==> src/ncb_pkg.sv <==
// Shared constants and types for the negate, compare and bit-op slice
package ncb_pkg;

  // ==========================================================
  // Widths and reset values
  localparam int DATA_W = 8;
  localparam int IDX_W = 3;
  localparam logic [7:0] DATA_RST = 8'h00;
  localparam logic FLAG_RST = 1'b0;

  // ==========================================================
  // Flag positions in the flag vector {signed_wrap, half, carry, zero}
  localparam int FLAG_Z = 0;
  localparam int FLAG_C = 1;
  localparam int FLAG_AC = 2;
  localparam int FLAG_OV = 3;
  localparam int NIB_W = 4;

  // ==========================================================
  // Operation codes
  typedef enum logic [2:0] {
    NCB_OP_NEG_MEM = 3'b000,
    NCB_OP_CMP_AM = 3'b001,
    NCB_OP_CMP_MA = 3'b010,
    NCB_OP_IO_CLR = 3'b011,
    NCB_OP_IO_SET = 3'b100,
    NCB_OP_SWAPC = 3'b101,
    NCB_OP_MEM_CLR = 3'b110,
    NCB_OP_MEM_SET = 3'b111
  } ncb_op_t;

endpackage

==> src/ncb_sub.sv <==
// Byte subtractor producing the four arithmetic flags
module ncb_sub (
  // Operands
  input wire logic [7:0] minuend,
  input wire logic [7:0] subtrahend,
  // Result and flags
  output logic [7:0] diff,
  output logic zero_out,
  output logic borrow_out,
  output logic half_borrow_out,
  output logic wrap_out
);

  // ==========================================================
  // Arithmetic
  wire logic [8:0] full_diff;
  wire logic [4:0] low_diff;

  assign full_diff = {1'b0, minuend} - {1'b0, subtrahend};
  assign low_diff = {1'b0, minuend[ncb_pkg::NIB_W-1:0]}
                  - {1'b0, subtrahend[ncb_pkg::NIB_W-1:0]};
  assign diff = full_diff[7:0];
  assign zero_out = (full_diff[7:0] == 8'h00);
  // Borrow out of bit 7 means minuend below subtrahend unsigned
  assign borrow_out = full_diff[8];
  assign half_borrow_out = low_diff[4];
  // Signs differ and result sign follows the subtrahend
  assign wrap_out = (minuend[7] ^ subtrahend[7]) & (minuend[7] ^ full_diff[7]);

endmodule // ncb_sub

==> src/ncb_core.sv <==
// Execution slice: memory negate, compares and single-bit operations
module ncb_core (
  // Clock and reset
  input wire logic ref_clk,
  input wire logic rstn,
  // Decoded instruction
  input wire logic op_valid,
  input wire ncb_pkg::ncb_op_t op_code,
  input wire logic [2:0] bit_idx,
  // Operands
  input wire logic [7:0] working_register,
  input wire logic [7:0] mem_rdata,
  input wire logic [7:0] io_rdata,
  input wire logic [7:0] io_dir_out,
  input wire logic [7:0] port_pins,
  // Memory write
  output logic mem_we,
  output logic [7:0] mem_wdata,
  // I/O register write
  output logic io_we,
  output logic [7:0] io_wdata,
  // Status flags
  output logic zero_flag,
  output logic carry_flag,
  output logic half_carry_flag,
  output logic signed_wrap_flag,
  output logic op_done
);

  // ==========================================================
  // Helpers
  function automatic logic [7:0] bit_mask(input logic [2:0] idx);
    bit_mask = 8'h01 << idx;
  endfunction

  // Force one bit to a level; shared by the port and memory bit ops
  function automatic logic [7:0] bit_force(input logic [7:0] value,
                                           input logic [2:0] idx,
                                           input logic level);
    bit_force = level ? (value | bit_mask(idx)) : (value & ~bit_mask(idx));
  endfunction

  // ==========================================================
  // Pin synchroniser
  logic [7:0] pin_meta_reg;
  logic [7:0] pin_sync_reg;

  always_ff @(posedge ref_clk or negedge rstn) begin
    if (!rstn) begin
      pin_meta_reg <= ncb_pkg::DATA_RST;
      pin_sync_reg <= ncb_pkg::DATA_RST;
    end else begin
      pin_meta_reg <= port_pins;
      pin_sync_reg <= pin_meta_reg;
    end
  end

  // ==========================================================
  // Decode
  wire logic is_neg;
  wire logic is_cmp_am;
  wire logic is_cmp_ma;
  wire logic is_io_clr;
  wire logic is_io_set;
  wire logic is_swapc;
  wire logic is_mem_clr;
  wire logic is_mem_set;

  assign is_neg = op_valid && (op_code == ncb_pkg::NCB_OP_NEG_MEM);
  assign is_cmp_am = op_valid && (op_code == ncb_pkg::NCB_OP_CMP_AM);
  assign is_cmp_ma = op_valid && (op_code == ncb_pkg::NCB_OP_CMP_MA);
  assign is_io_clr = op_valid && (op_code == ncb_pkg::NCB_OP_IO_CLR);
  assign is_io_set = op_valid && (op_code == ncb_pkg::NCB_OP_IO_SET);
  assign is_swapc = op_valid && (op_code == ncb_pkg::NCB_OP_SWAPC);
  assign is_mem_clr = op_valid && (op_code == ncb_pkg::NCB_OP_MEM_CLR);
  assign is_mem_set = op_valid && (op_code == ncb_pkg::NCB_OP_MEM_SET);

  // ==========================================================
  // Shared subtractor
  wire logic [7:0] sub_a;
  wire logic [7:0] sub_b;
  wire logic [7:0] sub_diff;
  wire logic sub_z;
  wire logic sub_c;
  wire logic sub_ac;
  wire logic sub_ov;

  // Negate is 0 - mem; one subtractor serves all three arithmetic ops
  assign sub_a = is_neg ? 8'h00 :
                 is_cmp_ma ? mem_rdata : working_register;
  assign sub_b = (is_neg || is_cmp_am) ? mem_rdata : working_register;

  ncb_sub u_sub (
    .minuend(sub_a),
    .subtrahend(sub_b),
    .diff(sub_diff),
    .zero_out(sub_z),
    .borrow_out(sub_c),
    .half_borrow_out(sub_ac),
    .wrap_out(sub_ov)
  );

  // ==========================================================
  // Bit operations
  wire logic [7:0] mask;
  wire logic io_bit;
  wire logic bit_is_out;
  wire logic swap_carry;

  assign mask = bit_mask(bit_idx);
  assign io_bit = |(io_rdata & mask);
  assign bit_is_out = |(io_dir_out & mask);
  // Input bits take the pin level, not the stale port latch
  assign swap_carry = bit_is_out ? io_bit
                                 : |(pin_sync_reg & mask);

  // ==========================================================
  // Next values
  logic mem_we_next;
  logic [7:0] mem_wdata_next;
  logic io_we_next;
  logic [7:0] io_wdata_next;
  logic [3:0] flags_reg;
  logic [3:0] flags_next;
  wire logic [7:0] io_cleared;
  wire logic [7:0] io_raised;
  wire logic [7:0] io_swapped;
  wire logic [7:0] mem_cleared;
  wire logic [7:0] mem_raised;

  assign io_cleared = bit_force(io_rdata, bit_idx, 1'b0);
  assign io_raised = bit_force(io_rdata, bit_idx, 1'b1);
  // Port bit takes the carry held before this swap
  assign io_swapped = bit_force(io_rdata, bit_idx,
                                flags_reg[ncb_pkg::FLAG_C]);
  assign mem_cleared = bit_force(mem_rdata, bit_idx, 1'b0);
  assign mem_raised = bit_force(mem_rdata, bit_idx, 1'b1);

  always_comb begin
    mem_we_next = 1'b0;
    mem_wdata_next = mem_rdata;
    io_we_next = 1'b0;
    io_wdata_next = io_rdata;
    flags_next = flags_reg;
    if (is_neg) begin
      mem_we_next = 1'b1;
      mem_wdata_next = sub_diff;
      flags_next[ncb_pkg::FLAG_Z] = sub_z;
    end
    if (is_cmp_am || is_cmp_ma) begin
      flags_next[ncb_pkg::FLAG_Z] = sub_z;
      flags_next[ncb_pkg::FLAG_C] = sub_c;
      flags_next[ncb_pkg::FLAG_AC] = sub_ac;
      flags_next[ncb_pkg::FLAG_OV] = sub_ov;
    end
    if (is_io_clr) begin
      io_we_next = 1'b1;
      io_wdata_next = io_cleared;
    end
    if (is_io_set) begin
      io_we_next = 1'b1;
      io_wdata_next = io_raised;
    end
    if (is_swapc) begin
      flags_next[ncb_pkg::FLAG_C] = swap_carry;
      if (bit_is_out) begin
        io_we_next = 1'b1;
        io_wdata_next = io_swapped;
      end
    end
    if (is_mem_clr) begin
      mem_we_next = 1'b1;
      mem_wdata_next = mem_cleared;
    end
    if (is_mem_set) begin
      mem_we_next = 1'b1;
      mem_wdata_next = mem_raised;
    end
  end

  // ==========================================================
  // Registers
  logic mem_we_reg;
  logic [7:0] mem_wdata_reg;
  logic io_we_reg;
  logic [7:0] io_wdata_reg;
  logic done_reg;

  always_ff @(posedge ref_clk or negedge rstn) begin
    if (!rstn) begin
      mem_we_reg <= 1'b0;
      mem_wdata_reg <= ncb_pkg::DATA_RST;
      io_we_reg <= 1'b0;
      io_wdata_reg <= ncb_pkg::DATA_RST;
      flags_reg <= {4{ncb_pkg::FLAG_RST}};
      done_reg <= 1'b0;
    end else begin
      mem_we_reg <= mem_we_next;
      mem_wdata_reg <= mem_wdata_next;
      io_we_reg <= io_we_next;
      io_wdata_reg <= io_wdata_next;
      flags_reg <= flags_next;
      done_reg <= op_valid;
    end
  end

  assign mem_we = mem_we_reg;
  assign mem_wdata = mem_wdata_reg;
  assign io_we = io_we_reg;
  assign io_wdata = io_wdata_reg;
  assign zero_flag = flags_reg[ncb_pkg::FLAG_Z];
  assign carry_flag = flags_reg[ncb_pkg::FLAG_C];
  assign half_carry_flag = flags_reg[ncb_pkg::FLAG_AC];
  assign signed_wrap_flag = flags_reg[ncb_pkg::FLAG_OV];
  assign op_done = done_reg;

endmodule // ncb_core

==> config.mk <==
export PLATFORM = sky130hd
export DESIGN_NAME = ncb_core
export DESIGN_NICKNAME = d
export VERILOG_FILES = /design/src/ncb_pkg.sv /design/src/ncb_sub.sv /design/src/ncb_core.sv
export SDC_FILE = /design/constraint.sdc
export NUM_CORES = 1
export LEC_CHECK = 0
export BUFFER_PORTS_ARGS = -buffer_cell sky130_fd_sc_hd__buf_2
export CAP_MARGIN = 20
export CORE_UTILIZATION = 53
export CTS_BUF_LIST = sky130_fd_sc_hd__clkbuf_4
export CTS_CLUSTER_DIAMETER = 40
export CTS_CLUSTER_SIZE = 25
export DETAILED_ROUTE_END_ITERATION = 8
export HOLD_SLACK_MARGIN = 0.15
export PLACE_DENSITY_LB_ADDON = 0.08
export REMOVE_ABC_BUFFERS = 1
export SYNTH_ARGS = -nofsm -noshare
export SYNTH_HDL_FRONTEND = slang
export SYNTH_SLANG_ARGS = --single-unit
==> constraint.sdc <==
create_clock -name ref_clk -period 1.4 [get_ports ref_clk]
set_input_delay 0.07 -clock ref_clk [delete_from_list [all_inputs] [get_ports ref_clk]]
set_output_delay 0.07 -clock ref_clk [all_outputs]
set_load 0.1 [all_outputs]
After elaboration in Yosys (flattened, before gate mapping) --
Index checks and enable logic that the tools add are counted.
Cells by class: add/sub/neg operators 2, equal/unequal tests 7, shift operators 1, mux-type cells 22, bitwise gates (word level) 11, reduce and logical (&&, ||, !) cells 17
Operators with widths (count):
- two-way mux 8 bit | 11
- bitwise AND 8 bit | 5
- OR reduction 8 bit | 3
- bitwise OR 8 bit | 2
- equality test 3 bit, second input constant | 4
- two-way mux 1 bit | 10
- subtractor 8 x 8 -> 9 bit | 1
- logical AND 1 bit | 8
- zero test 8 bit | 1
- NOT 8 bit | 1
- left shift 1 x 3 -> 8 bit, first input constant | 1
- equality test 3 x 2 -> 1 bit, second input constant | 2
- subtractor 4 x 4 -> 5 bit | 1
- nonzero test 2 bit | 2
- equality test 3 x 1 -> 1 bit, second input constant | 1
- zero test 3 bit | 1
- logical OR 1 bit | 2
- two-way mux 2 bit | 1
- XOR 1 bit | 2
- bitwise AND 1 bit | 1
Storage, ports and cells: register bits 39, input bits 49, output and inout port bits 23, word-level logic and storage cells 70

Depth between registers and ports, before layout --
depth after elaboration 9, mapped depth 14, depth with buffers taken out 13

By module --
From an unflattened synthesis, not the netlist that was laid out.
Unflattened totals: cell total of the unflattened synthesis 279, area, all modules 2712.6 µm²
By module, submodules not included:
- ncb_core | times used 1, cells an instance 209, area an instance 2230.9 µm², sequential area each 975.9 µm²
- ncb_sub | times used 1, cells an instance 70, area an instance 481.7 µm², sequential area each 0.0 µm²

Worst setup path before layout --
No wires, ideal clock.
kind input port to flip-flop, start input port op_code[1], end register flags_reg[0], library setup time 104 ps, data arrival time 2799 ps, data required time 1296 ps, setup slack -1502 ps, cell stages on the path 11, buffers on the path 1, path through clkbuf_1 > nor2_2 > mux2_2 > ha_1 > fa_1 > nor2b_4 > o21a_1 > or2_1 > xor2_1 > or4_4 > o41ai_2
On the way: word-level cells in the longest chain between the ends 8, elaborated cells between the ends (all ways) 16, those cells by class add/sub (1); eq/ne (2); mux (5); reduce/logical (8)
Ends and longest elaborated chain:
- from (decl) | RTL line ncb_core.sv:8 | input wire ncb_pkg::ncb_op_t op_code,
- equality test 3 x 2 -> 1 bit (tied with other cells) | RTL line ncb_core.sv:71 | assign is_cmp_ma = op_valid && (op_code == ncb_pkg::NCB_OP_CMP_MA);
- logical AND 1 bit (on tied branches) | RTL line ncb_core.sv:71, ncb_core.sv:69, ncb_core.sv:70
- two-way mux 8 bit / logical OR 1 bit (equally long branches) | RTL line ncb_core.sv:90, ncb_core.sv:91
- two-way mux 8 bit (on tied branches) | RTL line ncb_core.sv:89, ncb_core.sv:91
- subtractor 8 x 8 -> 9 bit | RTL line ncb_sub.sv:19 | assign full_diff = {1'b0, minuend} - {1'b0, subtrahend};
- zero test 8 bit | RTL line ncb_sub.sv:23 | assign zero_out = (full_diff[7:0] == 8'h00);
- two-way mux 1 bit | RTL line ncb_core.sv:145 | if (is_neg) begin
- two-way mux 2 bit | RTL line ncb_core.sv:150 | if (is_cmp_am || is_cmp_ma) begin
- to (signal assigned) | RTL line ncb_core.sv:195 | flags_reg <= {4{ncb_pkg::FLAG_RST}};
- to (signal assigned) | RTL line ncb_core.sv:202 | flags_reg <= flags_next;
- to (decl) | RTL line ncb_core.sv:123 | logic [3:0] flags_reg;
Several ways; a longest one is shown, not always the timed one. The select of a mux whose other input is x is not followed. A chain may end at the register's enable or synchronous reset.

Worst setup path in the final report --
start input port op_valid, end register flags_reg[0]
On the way: word-level cells in the longest chain between the ends 7, elaborated cells between the ends (all ways) 13, those cells by class add/sub (1); mux (5); reduce/logical (7)
Ends and longest elaborated chain:
- from (decl) | RTL line ncb_core.sv:7 | input wire logic op_valid,
- logical AND 1 bit (on tied branches) | RTL line ncb_core.sv:71, ncb_core.sv:69, ncb_core.sv:70
- two-way mux 8 bit / logical OR 1 bit (equally long branches) | RTL line ncb_core.sv:90, ncb_core.sv:91
- two-way mux 8 bit (on tied branches) | RTL line ncb_core.sv:89, ncb_core.sv:91
- subtractor 8 x 8 -> 9 bit | RTL line ncb_sub.sv:19
- zero test 8 bit | RTL line ncb_sub.sv:23
- two-way mux 1 bit | RTL line ncb_core.sv:145
- two-way mux 2 bit | RTL line ncb_core.sv:150
Several ways; a longest one is shown, not always the timed one. The select of a mux whose other input is x is not followed.

==> results_dict.tcl <==
set metrics [dict create \
    ys_seq_elements 39 \
    clk_path_buf_depth 2 \
    fp.dieH_um 67.9 \
    drt_iter0_drc 418 \
    setup_violations 11 \
    hpwl_um 4890 \
    grt_pass1_vias 2625 \
    area_growth_syn_to_layout_pct 64.7 \
    crit_family "compound AO/OA/AOI/OAI gates" \
    combPwrFrac_pct 47.7 \
    total_power_uw 3610 \
    r2r-end "flags_reg[1]" \
    grt_pass1_wl_um 12000 \
    place_inst 406 \
    drt_wl_total_um 10600 \
    dieArea_sq_um 4610 \
    status "finished with violations" \
    crit_buf_inv 4 \
    finish.net_count 460 \
    synth.top_cells.by_count "dfrtp_1, nand2_1, nor2_1" \
    placed_area_sq_um 3130 \
    synth_top_family_by_area "compound AO/OA/AOI/OAI gates" \
    worstSetupPathType "in -> reg" \
    synth-simple-area-share_pct 16.8 \
    cp.required_ps 1660 \
    syn_area_per_cell_sq_um 9.92 \
    drc 0 \
    io_pins 72 \
    synth_top_area_share_pct 42.4 \
    synthesis.area_sq_um 2300 \
    gp_congestion 0.877 \
    cts_buffers 5 \
    cpPeakStageDelay_ps 360 \
    tightest_slew_ps 502 \
    route.met2.wl_um 4810 \
    synth_compound_area_share_pct 17.7 \
    power_density_nw_per_um2 953 \
    violations "negative setup slack" \
    cts.sinks 39 \
    syn_inst 232 \
    async_flop_share_pct 100 \
    met3_length_um 1300 \
    antenna_cells 0 \
    p_switching_uw 1570 \
    crit_chain "buf_2 -> and2b_2 -> and3_4 -> buf_6 -> buf_6 -> nand2_1 -> nand2_1 -> nand2_2 -> inv_1 -> ha_1 -> nor2b_1 -> o31a_1 -> o21ai_1 -> a21oi_1 -> xnor2_1 -> o41ai_2" \
    relSlewSlack_pct 66.8 \
    muxShareOfSynthArea_pct 13.3 \
    intPower_uw 2040 \
    p_leak_uw 0.00181 \
    tns_ps -9520 \
    holdCritPathClass "in -> async" \
    fin_area_sq_um 3790 \
    portBuffers 71 \
    grtUsageTotal_pct 36.4 \
    synth-edff-count 0 \
    synthTopCellsByArea "dfrtp_1, mux2i_1, nand2_1" \
    synthAdderAreaFrac_pct 5.22 \
    drv_slew 0 \
    row_count 23 \
    period_needed_ps 2710 \
    reg2reg_from "pin_sync_reg[7]" \
    setup_ws_ps -1310 \
    path_clk_slew_ps 140 \
    cap_violations 0 \
    cp.arrival_ps 2970 \
    synth_top_cell_by_area "dfrtp_1" \
    die_w_um 67.9 \
    ys_seq_area_share_pct 42.4 \
    cts_root_buffer "clkbuf_4" \
    ant_nets 0 \
    endpoint_kind "flip-flop" \
    drtPass1Iterations 7 \
    r2r_cells 4 \
    synth.most_common_cell "dfrtp_1" \
    grt_max_degree 19 \
    synth_flop_cell "dfrtp_1" \
    fin_skew_ps 13.8 \
    worstSkewPairLatency_ps 380 \
    fmax_mhz 369 \
    post_route_cells_drive_above_1_share_pct 48.9 \
    viasPerCell 6.54 \
    slowest_stage "o41ai_2" \
    avgRoutedWirePerCell_um 23.4 \
    wl_met1_um 3540 \
    synth_cell_types 47 \
    ir_worst_vdd_mv 0.842 \
    r2r_slack_ps -70 \
    switching_share_pct 43.5 \
    antenna_found_initial 0 \
    start_util_pct 56.3 \
    fin_crit_sh_pct 194 \
    tritoncts "built" \
    grt_setup_unrepaired "true" \
    stdcell_count 453 \
    grt_overflow 0 \
    worst-path-max-fanout 4 \
    pwr-share-seq_pct 34.4 \
    start_kind "input pin" \
    cts_max_level 2 \
    core_sq_um 4090 \
    synthXorXnorAreaFrac_pct 1.90 \
    vias 2962 \
    dp_slack_ps -1500 \
    hold_violations 0 \
    clock_power_share_pct 17.9 \
    highest_layer "met4" \
    yosysWarnings 0 \
]
-- layout make-up --
| type | instances | area, sq um |
|---|---|---|
| Timing Repair Buffer | 171 | 1210 |
| Clock inverter | 3 | 23.8 |
| Clock buffer | 5 | 37.5 |
| Multi-Input combinational cell | 180 | 1460 |
| Tap cell | 50 | 62.6 |
| Fill cell | 145 | 297 |
| Inverter | 5 | 18.8 |
| Sequential cell | 39 | 976 |
-- per-stage QoR --
stage | utilization (%) | hold WS, ps
CTS | 89.6 | 154
detailed placement | 76.7 | 34.0
global placement | 76.7 | 29.2
floorplan | - | -226
global route | 92.7 | 195
finish | 92.7 | 161
-- what timing repair did --
action,4_1_cts,5_1_grt
setup buffers,9,6
hold buffers,25,0
endpoints found under the hold margin,63,0
setup endpoints to repair,11,11
gates resized for setup,35,24
pin swaps,16,17
gates cloned,0,0
-- worst max path at each step --
stage / depth (start not counted) / endpoint / slack (ps) / start
2_1_floorplan: 12 / flags_reg[0] / -1520 / op_code[2]
3_3_place_gp: 13 / flags_reg[0] / -1420 / op_code[2]
3_5_place_dp: 13 / flags_reg[0] / -1500 / op_code[2]
4_1_cts: 13 / flags_reg[0] / -1050 / op_code[2]
5_1_grt: 16 / flags_reg[0] / -1410 / op_valid
6_report: 16 / flags_reg[0] / -1310 / op_valid
-- cells by family (layout without fill, tap and decap cells) --
family,count (synthesis),after routing
adders and majority gates,9,9
muxes,25,25
and+or+nand+nor,81,81
xor gates and xnor gates,5,5
AOI/OAI and AO/OA,60,60
buffers and inverters,13,184
DFF,39,39
-- per-layer routing --
| layer | track usage, % | up-vias |
|---|---|---|
| met3 | 10.3 | 98 |
| met5 | 0 | - |
| met2 | 62.3 | 301 |
| met4 | 19.5 | 0 |
| met1 | 40.7 | 1381 |
| li1 | - | 1182 |
-- placed cells by master (no fill, tap or decap), types with 2 or more instances in the layout --
master and instances:
o21ai_1 4, dfrtp_1 39, ha_4 2, o31ai_1 2, nand2b_1 2, clkbuf_4 5
nor2b_1 3, clkinvlp_4 2, buf_4 65, mux2_4 3, o21ai_2 2, buf_6 11
inv_1 5, a221o_1 2, a21oi_1 14, xnor2_1 2, a21oi_2 3, nor2_2 2
a22o_1 7, mux4_2 4, buf_2 70, nor2_1 18, and3_1 3, nor3_1 3
nand3_1 5, nor2_4 2, o21a_1 3, dlygate4sd3_1 25, ha_1 5, xor2_2 2
a211oi_2 2, o2bb2ai_1 2, o21ai_0 7, mux2i_1 15, nor3_2 2, mux2i_4 2
nor3b_1 2, nand2_1 29
-- power by group through the flow --
| stage | clock [uW] | combinational, uW | sequential, uW |
|---|---|---|---|
| global placement | 0 | 1280 | 1250 |
| finish | 647 | 1720 | 1240 |
| floorplan | 0 | 392 | 1700 |
| CTS | 627 | 1480 | 1230 |
| detailed placement | 0 | 1300 | 1260 |
| global route | 679 | 1780 | 1250 |
(Power assumes the default switching activity.)
